`src/common/tplc_pkg.sv`:
```
// constants and state types shared by the touch probe latch control block
package tplc_pkg;

    // register byte offsets on the axi4-lite bus
    localparam logic [15:0] TPLC_OFS_CTRL_FIRST  = 16'h2DE0; // probe 1 / probe b
    localparam logic [15:0] TPLC_OFS_CTRL_SECOND = 16'h2DE8; // probe c
    localparam logic [15:0] TPLC_OFS_STATUS      = 16'h2DEC; // latch status
    localparam logic [15:0] TPLC_OFS_ZERO_CFG    = 16'h2DF0; // bit0 linear
    localparam logic [15:0] TPLC_OFS_INTERVAL    = 16'h2DF4; // stop interval
    localparam logic [15:0] TPLC_OFS_LIN_HOME    = 16'h2DFC; // linear home
    localparam logic [15:0] TPLC_OFS_POS_BASE    = 16'h2E00; // 4 positions
    localparam logic [15:0] TPLC_OFS_TS_BASE     = 16'h2E10; // 4 time stamps

    // writable bit masks, reserved bits are dropped and read as zero
    localparam logic [15:0] TPLC_CTRL_FIRST_MASK  = 16'h3737;
    localparam logic [15:0] TPLC_CTRL_SECOND_MASK = 16'h0037;

    // control bit positions, probe b in the first word
    localparam int TPLC_B_EN   = 8;
    localparam int TPLC_B_CONT = 9;
    localparam int TPLC_B_SRC  = 10;
    localparam int TPLC_B_RISE = 12;
    localparam int TPLC_B_FALL = 13;
    // probe c in the second word
    localparam int TPLC_C_EN   = 0;
    localparam int TPLC_C_CONT = 1;
    localparam int TPLC_C_SRC  = 2;
    localparam int TPLC_C_RISE = 4;
    localparam int TPLC_C_FALL = 5;

    // status bit positions; edge index e = 2*probe + fall
    localparam int TPLC_ST_B_EN     = 8;
    localparam int TPLC_ST_C_EN     = 16;
    localparam int TPLC_ST_STORED   = 1;  // +8*(probe+1) +fall
    localparam int TPLC_ST_TOGGLE   = 6;  // +8*(probe+1) +fall

    // reset values
    localparam logic [15:0] TPLC_CTRL_RESET     = 16'h0000;
    localparam logic [31:0] TPLC_INTERVAL_RESET = 32'h0000_0000;

    // time base
    localparam int          TPLC_CLK_PERIOD_PS = 4000;
    localparam logic [31:0] TPLC_TICK_NS  = 32'(TPLC_CLK_PERIOD_PS / 1000);
    localparam int          TPLC_SYNC_STAGES = 2;
    localparam logic [31:0] TPLC_SYNC_LAT_NS =
        32'(TPLC_SYNC_STAGES * TPLC_CLK_PERIOD_PS / 1000);

    // axi responses
    localparam logic [1:0] TPLC_RESP_OKAY   = 2'h0;
    localparam logic [1:0] TPLC_RESP_SLVERR = 2'h2;

    // whole block state, registered in one place
    typedef struct packed {
        logic [15:0]       ctrl1;    // probe_control_first
        logic [15:0]       ctrl2;    // probe_control_second
        logic              linear;   // linear motor zero point mode
        logic [31:0]       interval; // homing_stop_interval_setting
        logic [31:0]       home;     // linear encoder home position
        logic [31:0]       bnd_lo;   // zero point just below position
        logic [31:0]       bnd_hi;   // zero point just above position
        logic              reinit;   // reload the boundaries
        logic [3:0]        stored;   // data stored, per edge
        logic [3:0]        toggle;   // continuous toggle, per edge
        logic [3:0][31:0]  pos_q;    // latched positions
        logic [3:0][31:0]  ts_q;     // latched time stamps
        logic [31:0]       ts_ns;    // free running ns counter
        logic [1:0]        sync1;    // first synchroniser stage
        logic [1:0]        sync2;    // second synchroniser stage
        logic [1:0]        prev;     // last synchronised level
        logic              aw_got;   // write address held
        logic              w_got;    // write data held
        logic [15:0]       awaddr;
        logic [31:0]       wdata;
        logic [3:0]        wstrb;
        logic              bvalid;
        logic [1:0]        bresp;
        logic              rvalid;
        logic [1:0]        rresp;
        logic [31:0]       rdata;
    } tplc_state_type;

endpackage : tplc_pkg

```
`src/logic/tplc_top.sv`:
```
// touch probe latch control with axi4-lite register access
//
// Contract
// RQ1: first word bit 8 enables probe b
// RQ2: bit 9 picks single or continuous mode
// RQ3: bit 10 picks input or encoder zero
// RQ4: reserved bits read undefined, host writes zero
// RQ5: bit 12 latches rising position and time
// RQ6: bit 13 latches falling position and time
// RQ7: zero point source stores position only
// RQ8: clearing bit 12 stops rising captures
// RQ9: clearing bit 13 stops falling captures
// RQ10: linear zero points spaced by stop interval
// RQ11: second word bit 0 enables probe c
// RQ12: second word bit 1 sets c mode
// RQ13: second word bit 2 sets c source
// RQ14: stored flag set on latch, cleared disarming
// RQ15: continuous mode toggles status per latch
// RQ16: second word bits 4,5 arm c edges
// RQ17: single mode takes first edge only
`timescale 1ns/10ps
`default_nettype none
module tplc_top
    import tplc_pkg::*;
(
    input  wire logic        aclk,
    input  wire logic        aresetn,
    // axi4-lite slave
    input  wire logic [15:0] s_axi_awaddr,
    input  wire logic        s_axi_awvalid,
    output logic             s_axi_awready,
    input  wire logic [31:0] s_axi_wdata,
    input  wire logic [3:0]  s_axi_wstrb,
    input  wire logic        s_axi_wvalid,
    output logic             s_axi_wready,
    output logic [1:0]       s_axi_bresp,
    output logic             s_axi_bvalid,
    input  wire logic        s_axi_bready,
    input  wire logic [15:0] s_axi_araddr,
    input  wire logic        s_axi_arvalid,
    output logic             s_axi_arready,
    output logic [31:0]      s_axi_rdata,
    output logic [1:0]       s_axi_rresp,
    output logic             s_axi_rvalid,
    input  wire logic        s_axi_rready,
    // probe pins, asynchronous
    input  wire logic        probe_input_b,
    input  wire logic        probe_input_c,
    // encoder side, same clock
    input  wire logic [31:0] position_feedback,
    input  wire logic        encoder_zero_mark
);

    tplc_state_type s_r;    // registered state
    tplc_state_type s_nxt;  // next state

    // per edge view of the control words
    logic [3:0] edge_en;    // probe enabled
    logic [3:0] edge_cont;  // continuous mode
    logic [3:0] edge_src;   // 1: encoder zero point
    logic [3:0] edge_arm;   // edge sampling armed
    logic [1:0] rise_det;   // synchronised rising edge per probe
    logic [1:0] fall_det;   // synchronised falling edge per probe
    logic       zero_evt;   // encoder zero point passed
    logic [3:0] cap;        // capture this cycle, per edge
    logic [31:0] stamp;     // time stamp for a pin capture
    logic [31:0] rd_word;   // read mux result
    logic        rd_hit;    // read address mapped
    logic        wr_hit;    // write address mapped
    logic [31:0] wmask;     // byte lane mask from wstrb
    logic [15:0] ctrl1_new; // first word after this cycle's write
    logic [15:0] ctrl2_new; // second word after this cycle's write
    logic        wr_go;     // write performed this cycle

    // axi handshakes are combinational from held flags
    assign s_axi_awready = !s_r.aw_got && !s_r.bvalid;
    assign s_axi_wready  = !s_r.w_got && !s_r.bvalid;
    assign s_axi_bvalid  = s_r.bvalid;
    assign s_axi_bresp   = s_r.bresp;
    assign s_axi_arready = !s_r.rvalid;
    assign s_axi_rvalid  = s_r.rvalid;
    assign s_axi_rresp   = s_r.rresp;
    assign s_axi_rdata   = s_r.rdata;

    // map the two control words onto the four edges
    always_comb begin
        edge_en   = {s_r.ctrl2[TPLC_C_EN], s_r.ctrl2[TPLC_C_EN],
                     s_r.ctrl1[TPLC_B_EN], s_r.ctrl1[TPLC_B_EN]};  // [RQ1] [RQ11]
        edge_cont = {s_r.ctrl2[TPLC_C_CONT], s_r.ctrl2[TPLC_C_CONT],
                     s_r.ctrl1[TPLC_B_CONT], s_r.ctrl1[TPLC_B_CONT]}; // [RQ2] [RQ12]
        edge_src  = {s_r.ctrl2[TPLC_C_SRC], s_r.ctrl2[TPLC_C_SRC],
                     s_r.ctrl1[TPLC_B_SRC], s_r.ctrl1[TPLC_B_SRC]};  // [RQ3] [RQ13]
        edge_arm  = {s_r.ctrl2[TPLC_C_FALL], s_r.ctrl2[TPLC_C_RISE],
                     s_r.ctrl1[TPLC_B_FALL], s_r.ctrl1[TPLC_B_RISE]}; // [RQ16]
    end

    // edges are found after the second stage; stage one feeds stage two only
    assign rise_det = s_r.sync2 & ~s_r.prev;
    assign fall_det = ~s_r.sync2 & s_r.prev;

    // the pin edge happened two cycles before it is seen here
    assign stamp = s_r.ts_ns - TPLC_SYNC_LAT_NS;

    // byte lanes of the write data
    assign wmask = {{8{s_r.wstrb[3]}}, {8{s_r.wstrb[2]}},
                    {8{s_r.wstrb[1]}}, {8{s_r.wstrb[0]}}};

    // zero point event: rotary uses the encoder mark, linear the boundaries
    always_comb begin
        zero_evt = 1'b0;
        if (!s_r.linear) begin
            zero_evt = encoder_zero_mark;
        end else if (!s_r.reinit && s_r.interval != 32'h0000_0000) begin
            // one boundary per cycle: axis moves under an interval a clock
            if ($signed(position_feedback) >= $signed(s_r.bnd_hi)) begin
                zero_evt = 1'b1; // [RQ10]
            end else if ($signed(position_feedback) < $signed(s_r.bnd_lo)) begin
                zero_evt = 1'b1; // [RQ10]
            end
        end
    end

    // capture decision per edge
    always_comb begin
        for (int e = 0; e < 4; e++) begin
            logic trig;
            trig = 1'b0;
            if (edge_src[e]) begin
                trig = zero_evt; // [RQ7]
            end else if (e % 2 == 0) begin
                trig = rise_det[e / 2]; // [RQ5]
            end else begin
                trig = fall_det[e / 2]; // [RQ6]
            end
            // disarmed edges take nothing; single mode stops after one
            cap[e] = trig && edge_en[e] && edge_arm[e] // [RQ8] [RQ9]
                     && (edge_cont[e] || !s_r.stored[e]); // [RQ17]
        end
    end

    // read mux; reserved control bits read as zero
    always_comb begin
        rd_word = 32'h0000_0000;
        rd_hit  = 1'b1;
        unique case (s_axi_araddr)
            TPLC_OFS_CTRL_FIRST:  rd_word = {16'h0000, s_r.ctrl1}; // [RQ4]
            TPLC_OFS_CTRL_SECOND: rd_word = {16'h0000, s_r.ctrl2}; // [RQ4]
            TPLC_OFS_STATUS: begin
                rd_word[TPLC_ST_B_EN] = s_r.ctrl1[TPLC_B_EN];
                rd_word[TPLC_ST_C_EN] = s_r.ctrl2[TPLC_C_EN];
                // probe b flags sit at +8, probe c flags at +16
                for (int e = 0; e < 4; e++) begin
                    rd_word[TPLC_ST_STORED + 8 * (e / 2 + 1) + (e % 2)] =
                        s_r.stored[e];
                    rd_word[TPLC_ST_TOGGLE + 8 * (e / 2 + 1) + (e % 2)] =
                        s_r.toggle[e];
                end
            end
            TPLC_OFS_ZERO_CFG: rd_word = {31'h0000_0000, s_r.linear};
            TPLC_OFS_INTERVAL: rd_word = s_r.interval;
            TPLC_OFS_LIN_HOME: rd_word = s_r.home;
            default: begin
                if (s_axi_araddr[15:4] == TPLC_OFS_POS_BASE[15:4]) begin
                    rd_word = s_r.pos_q[s_axi_araddr[3:2]];
                end else if (s_axi_araddr[15:4] == TPLC_OFS_TS_BASE[15:4]) begin
                    rd_word = s_r.ts_q[s_axi_araddr[3:2]];
                end else begin
                    rd_hit = 1'b0;
                end
            end
        endcase
    end

    // control words as they stand after a write in this cycle
    always_comb begin
        wr_go     = s_r.aw_got && s_r.w_got && !s_r.bvalid;
        wr_hit    = 1'b0;
        ctrl1_new = s_r.ctrl1;
        ctrl2_new = s_r.ctrl2;
        unique case (s_r.awaddr)
            TPLC_OFS_CTRL_FIRST: begin
                wr_hit = 1'b1;
                if (wr_go) begin
                    ctrl1_new = (s_r.ctrl1 & ~wmask[15:0])
                        | (s_r.wdata[15:0] & wmask[15:0]
                           & TPLC_CTRL_FIRST_MASK); // [RQ4]
                end
            end
            TPLC_OFS_CTRL_SECOND: begin
                wr_hit = 1'b1;
                if (wr_go) begin
                    ctrl2_new = (s_r.ctrl2 & ~wmask[15:0])
                        | (s_r.wdata[15:0] & wmask[15:0]
                           & TPLC_CTRL_SECOND_MASK); // [RQ4]
                end
            end
            TPLC_OFS_ZERO_CFG, TPLC_OFS_INTERVAL,
            TPLC_OFS_LIN_HOME: wr_hit = 1'b1;
            default: wr_hit = 1'b0;
        endcase
    end

    // next state
    always_comb begin
        logic [3:0] arm_new;
        arm_new = {ctrl2_new[TPLC_C_FALL], ctrl2_new[TPLC_C_RISE],
                   ctrl1_new[TPLC_B_FALL], ctrl1_new[TPLC_B_RISE]};
        s_nxt = s_r;

        // time base and synchronisers
        s_nxt.ts_ns = s_r.ts_ns + TPLC_TICK_NS;
        s_nxt.sync1 = {probe_input_c, probe_input_b};
        s_nxt.sync2 = s_r.sync1;
        s_nxt.prev  = s_r.sync2;

        // zero point boundaries for linear motors
        if (s_r.reinit) begin
            s_nxt.bnd_lo = s_r.home; // [RQ10]
            s_nxt.bnd_hi = s_r.home + s_r.interval;
            s_nxt.reinit = 1'b0;
        end else if (s_r.linear && zero_evt) begin
            if ($signed(position_feedback) >= $signed(s_r.bnd_hi)) begin
                s_nxt.bnd_lo = s_r.bnd_hi; // [RQ10]
                s_nxt.bnd_hi = s_r.bnd_hi + s_r.interval;
            end else begin
                s_nxt.bnd_hi = s_r.bnd_lo; // [RQ10]
                s_nxt.bnd_lo = s_r.bnd_lo - s_r.interval;
            end
        end

        // latches and status; a capture beats a same cycle disarm
        for (int e = 0; e < 4; e++) begin
            if (cap[e]) begin
                s_nxt.pos_q[e] = position_feedback; // [RQ5] [RQ6] [RQ7]
                if (!edge_src[e]) begin
                    s_nxt.ts_q[e] = stamp; // [RQ5] [RQ6]
                end
                if (edge_cont[e]) begin
                    s_nxt.toggle[e] = !s_r.toggle[e]; // [RQ15]
                end
            end
            s_nxt.stored[e] = cap[e] || (s_r.stored[e] && arm_new[e]); // [RQ14]
        end

        // write channel: take address and data in either order
        if (s_axi_awvalid && s_axi_awready) begin
            s_nxt.aw_got = 1'b1;
            s_nxt.awaddr = s_axi_awaddr;
        end
        if (s_axi_wvalid && s_axi_wready) begin
            s_nxt.w_got = 1'b1;
            s_nxt.wdata = s_axi_wdata;
            s_nxt.wstrb = s_axi_wstrb;
        end
        s_nxt.ctrl1 = ctrl1_new;
        s_nxt.ctrl2 = ctrl2_new;
        if (wr_go) begin
            s_nxt.aw_got = 1'b0;
            s_nxt.w_got  = 1'b0;
            s_nxt.bvalid = 1'b1;
            s_nxt.bresp  = wr_hit ? TPLC_RESP_OKAY : TPLC_RESP_SLVERR;
            unique case (s_r.awaddr)
                TPLC_OFS_ZERO_CFG: begin
                    if (s_r.wstrb[0]) begin
                        s_nxt.linear = s_r.wdata[0];
                    end
                    s_nxt.reinit = 1'b1;
                end
                TPLC_OFS_INTERVAL: begin
                    s_nxt.interval = (s_r.interval & ~wmask)
                                     | (s_r.wdata & wmask);
                    s_nxt.reinit   = 1'b1; // new spacing, new boundaries
                end
                TPLC_OFS_LIN_HOME: begin
                    s_nxt.home   = (s_r.home & ~wmask) | (s_r.wdata & wmask);
                    s_nxt.reinit = 1'b1;
                end
                default: ;
            endcase
        end
        if (s_r.bvalid && s_axi_bready) begin
            s_nxt.bvalid = 1'b0;
        end

        // read channel: one cycle from address to data
        if (s_axi_arvalid && s_axi_arready) begin
            s_nxt.rvalid = 1'b1;
            s_nxt.rdata  = rd_word;
            s_nxt.rresp  = rd_hit ? TPLC_RESP_OKAY : TPLC_RESP_SLVERR;
        end else if (s_r.rvalid && s_axi_rready) begin
            s_nxt.rvalid = 1'b0;
        end
    end

    // state register, synchronous active low reset
    always_ff @(posedge aclk) begin
        if (!aresetn) begin
            s_r          <= '0;
            s_r.ctrl1    <= TPLC_CTRL_RESET;
            s_r.ctrl2    <= TPLC_CTRL_RESET;
            s_r.interval <= TPLC_INTERVAL_RESET;
            s_r.reinit   <= 1'b1; // boundaries load right after reset
        end else begin
            s_r <= s_nxt;
        end
    end

endmodule : tplc_top
`default_nettype wire

```
`config.mk`:
```
export PLATFORM = sky130hd
export DESIGN_NAME = tplc_top
export DESIGN_NICKNAME = d
export VERILOG_FILES = /design/src/common/tplc_pkg.sv /design/src/logic/tplc_top.sv
export SDC_FILE = /design/constraint.sdc
export NUM_CORES = 2
export LEC_CHECK = 0
export ABC_AREA = 1
export BUFFER_PORTS_ARGS = -buffer_cell sky130_fd_sc_hd__buf_4
export CAP_MARGIN = 25
export CORE_MARGIN = 3
export CORE_UTILIZATION = 35
export CTS_BUF_LIST = sky130_fd_sc_hd__clkbuf_8
export DETAILED_ROUTE_END_ITERATION = 6
export SETUP_SLACK_MARGIN = 0.15
export SLEW_MARGIN = 10
export SYNTH_ARGS = -nofsm -noshare
export SYNTH_HDL_FRONTEND = slang
export SYNTH_SLANG_ARGS = --single-unit
```
`constraint.sdc`:
```
create_clock -name aclk -period 4.1 [get_ports aclk]
set_clock_uncertainty 0.1 [all_clocks]
set_input_delay 0.41 -clock aclk [delete_from_list [all_inputs] [get_ports aclk]]
set_output_delay 0.41 -clock aclk [all_outputs]
set_load 0.01 [all_outputs]
```
# Word-level counts from Yosys, hierarchy flattened
# Cells that the tools add are included.
[totals] register_bits=556 out_inout_bits=41
[classes] bitwise=19 addsub=5 muxes=38 n_lt_le_gt_ge=3 n_reduce_logical=72 n_eq_ne=13
[op_table] op="$mux 64" n=3
[op_table] op="$eq 16x14->1 const B" n=11
[op_table] op="$bmux 32 s2" n=2
[op_table] op="$mux 32" n=4
[op_table] op="$and 32x32->32" n=3
[op_table] op="$add 32x32->32" n=2
[op_table] op="$or 32x32->32" n=2
[op_table] op="$pmux 8 s6" n=1
[op_table] op="$add 32x3->32 const B" n=1
[op_table] op="$and 16x16->16" n=2
[op_table] op="$ge 32x32->1" n=1
[op_table] op="$lt 32x32->1" n=1
[op_table] op="$not 32->32" n=1
[op_table] op="$reduce_bool 32->1" n=1
[op_table] op="$sub 32x32->32" n=1
[op_table] op="$sub 32x4->32 const B" n=1
[op_table] op="$pmux 5 s6" n=1
[op_table] op="$mux 14" n=2
[op_table] op="$logic_and 1x1->1" n=27
[op_table] op="$eq 12x10->1 const B" n=2
[op_table] op="$pmux 8 s3" n=1
[op_table] op="$reduce_and 2->1" n=12
[op_table] op="$pmux 3 s6" n=1
[op_table] op="$mux 1" n=16
[op_table] op="22 further kinds" n=51

# Depth between registers and ports, before layout
[depth] word_depth=10 ltp_mapped=23 mapped_depth_nobuf=23

# Worst setup path after synthesis
# OpenSTA, ideal clock, no wires.
[synth_path] path_type="reg-to-reg" start="register with a tool-made name" end="register s_r[415] in the netlist's numbering" path_stages_with_launch=15 required_time_ns=3.883 t_arrival_ns=2.276 period_less_slack_ns=2.493 slack_ns=1.607 n_path_buf=0 cell_sequence="dfxtp_1 > inv_1 > fa_1 > o21ai_0 > a21oi_1 > o21ai_0 > nand2_1 > nand2_1 > nand2_1 > nand2_1 > nand2_1 > a21oi_1 > o21ai_0 > nor2_1 > nor2_1"
[synth_rtl] element="end signal, assigned" line_no="tplc_top.sv:304" source="s_r <= s_nxt;"
[synth_rtl] element="end, declared" line_no="tplc_top.sv:54" source="tplc_state_type s_r;"

==> qor.yml <==
layout_commonest_cell: "nand2_1"
gp_congestion: 0.9957
dieWidth_um: 303.8
cp_slowest_cell: "dfxtp_1"
vias_per_cell: 5.348
rsz0062_at_grt: "false"
antenna_found_initial: 2
htreeDepth: 3
fin_nets: 4913
synth_edf_count: 0
vdd_drop_max_v: 0.0002419
min_period_ps: 3473
maxSlewHeadroom_pct: 27.35
cp.required_ps: 4670
drt_drc_violations_left: 0
start_util_pct: 35.56
clockRootBuffer: "clkbuf_8"
holdPathStages: 5
clock_latency_ps: 770
clock_sinks: 544
synth_cell_types: 60
grt_use_total_pct: 24.68
crit_top_cell: "nor2_1"
drt_iter0_drc: 3587
synth_seq_cells: 544
crit_chain: "ha_1 -> inv_1 -> fa_1 -> o21ai_2 -> a21oi_1 -> o21ai_1 -> a21boi_0 -> o21ai_1 -> nand2_1 -> nand3_1 -> nand2_1 -> nor2_1 -> nor2_1 -> nor2_1"
endpoint_kind: "flop"
min_from: "s_axi_arvalid"
r2r_cells: 14
drtPass1Iterations: 6
most-common-layout-cells: "649 x nand2_1, 585 x inv_1, 576 x nor2_1"
ant_nets: 0
numCtsBuffers: 100
postCtsSetupBuffers: 0
synthArstFlopShare_pct: 0
place_hpwl_mm: 88.40
rrSetupSlack_ps: 630
hold_viol: 0
vias: 31390
power_leakage_nw: 15.45
syn_area_um2: 31040
gr-total-overflow: 0
p_per_area_nw_per_um2: 344.2
ys_seq_area_share_pct: 35.08
cp_max_fo: 5
ys.flop_type: "dfxtp_1"
grt_max_degree: 166
cp.depth: 14
grt_first_pass_wirelength_mm: 177.1
coreArea_um2: 87290
finalSetupViolations: 0
path_delay_family: "compound AO/OA/AOI/OAI gates"
critPathBufInv: 1
fin_setup_tns_ps: 0
worst_setup_path_start_kind: "flop"
cts_max_path_buffers: 3
arrival_ps: 4040
slowest_delay_ps: 470
cts_tree: "done"
dpl_worst_slack_ps: 548.4
numPlacedInstances: 5602
worstHoldPathType: "primary input to flop"
p_total_mw: 12.35
synth_cells: 4482
setup_ws_ps: 626.9
drive_above_1_share_pct: 8.913
final_cells: 5869
wire_per_inst_um: 20.30
core.rowCount: 108
status: "finished clean"
die_area_um2: 92310
period_share_pct: 84.71
slew_viol_final: 0
clkSlewWorstSetupHoldPaths_ps: 60
max_cap_violations: 0
critical_path_class: "flop to flop"
ioPinCount: 151
grt_pass1_vias: 28630
tightest_slew_ps: 1083
yosys_warnings: 0
die_y_um: 303.8
avgSynthCellArea_um2: 6.927
routed_wirelength_mm: 119.1
fin_util_pct: 41.09
syn_to_final_growth_pct: 15.55
portBuffers: 148
fmax_mhz: 287.9
where the power goes:
part	internal [mW]	leakage [nW]	switching, mW
Sequential	5.40	4.41	0.102
Clock	2.71	1.13	2.49
Combinational	0.562	9.92	1.08
Total	8.67	15.4	3.67
timing repair:
item                                    4_1_cts  5_1_grt
hold buffers                                 90        1
endpoints found under the hold margin       190        1
endpoints found under the setup margin        0        0
resized for setup                             0        0
cell families after synthesis:
family / after synthesis / synth area share (%)
other cells: 1 / 0.01208
flops: 544 / 35.08
fa+ha+maj: 162 / 6.602
simple gates: 1538 / 20.83
buf+inv: 818 / 10.70
xor+xnor: 77 / 2.172
compound gates: 1342 / 24.60
layout make-up:
cell class / instances / area (µm²)
fill: 9267 / 51420
multi-input combinational: 3121 / 16860
sequential: 544 / 10890
timing repair buffer: 305 / 2575
inverter: 569 / 2140
clock buffer: 123 / 1693
tap: 1155 / 1445
clock inverter: 50 / 264.0
antenna: 2 / 5.005
cell usage after synthesis (18+ instances only):
cell	n	area [µm²]
o22ai_1	51	319.1
nand3_1	125	625.6
buf_4	56	420.4
o21bai_1	35	262.8
nor2_1	577	2166
a22oi_1	45	337.8
ha_1	159	1989
o211ai_1	49	367.9
inv_1	556	2087
nand4_1	44	275.3
nor3_1	65	325.3
dfxtp_1	544	10890
a31oi_1	18	112.6
nor4_1	18	112.6
a21oi_1	452	2262
clkbuf_1	144	540.5
o21ai_0	534	2673
xor2_1	53	464.2
buf_2	32	160.2
xnor2_1	24	210.2
a211oi_1	25	187.7
o21a_1	25	187.7
nand2_1	650	2440
a221oi_1	27	236.5
o221ai_1	20	175.2
through the flow:
step	instance area, µm²	hold slack [ps]
floorplan	31050	290.5
global placement	32980	309.3
detailed placement	32980	316.6
CTS	35840	103.6
global route	35870	153.6
finish	35870	158.0
worst paths after layout:
kind                                  endpoint
worst max register to register        s_r[421]
worst min register to register         s_r[93]
worst max-delay path                  s_r[421]
worst min-delay path            s_axi_rdata[2]
worst min-delay path, delay by kind of cell:
kind	cells	cell delay, ps
buf+inv	2	320
simple gates	2	150
compound gates	1	60
routing by layer:
layer / GRT usage [%] / share of wire [%]
met5: 0 / 0.011
met3: 5.742 / 10
met4: 9.117 / 3.6
met2: 36.29 / 41
met1: 34.98 / 45
Power figures use the tool's default switching activity.
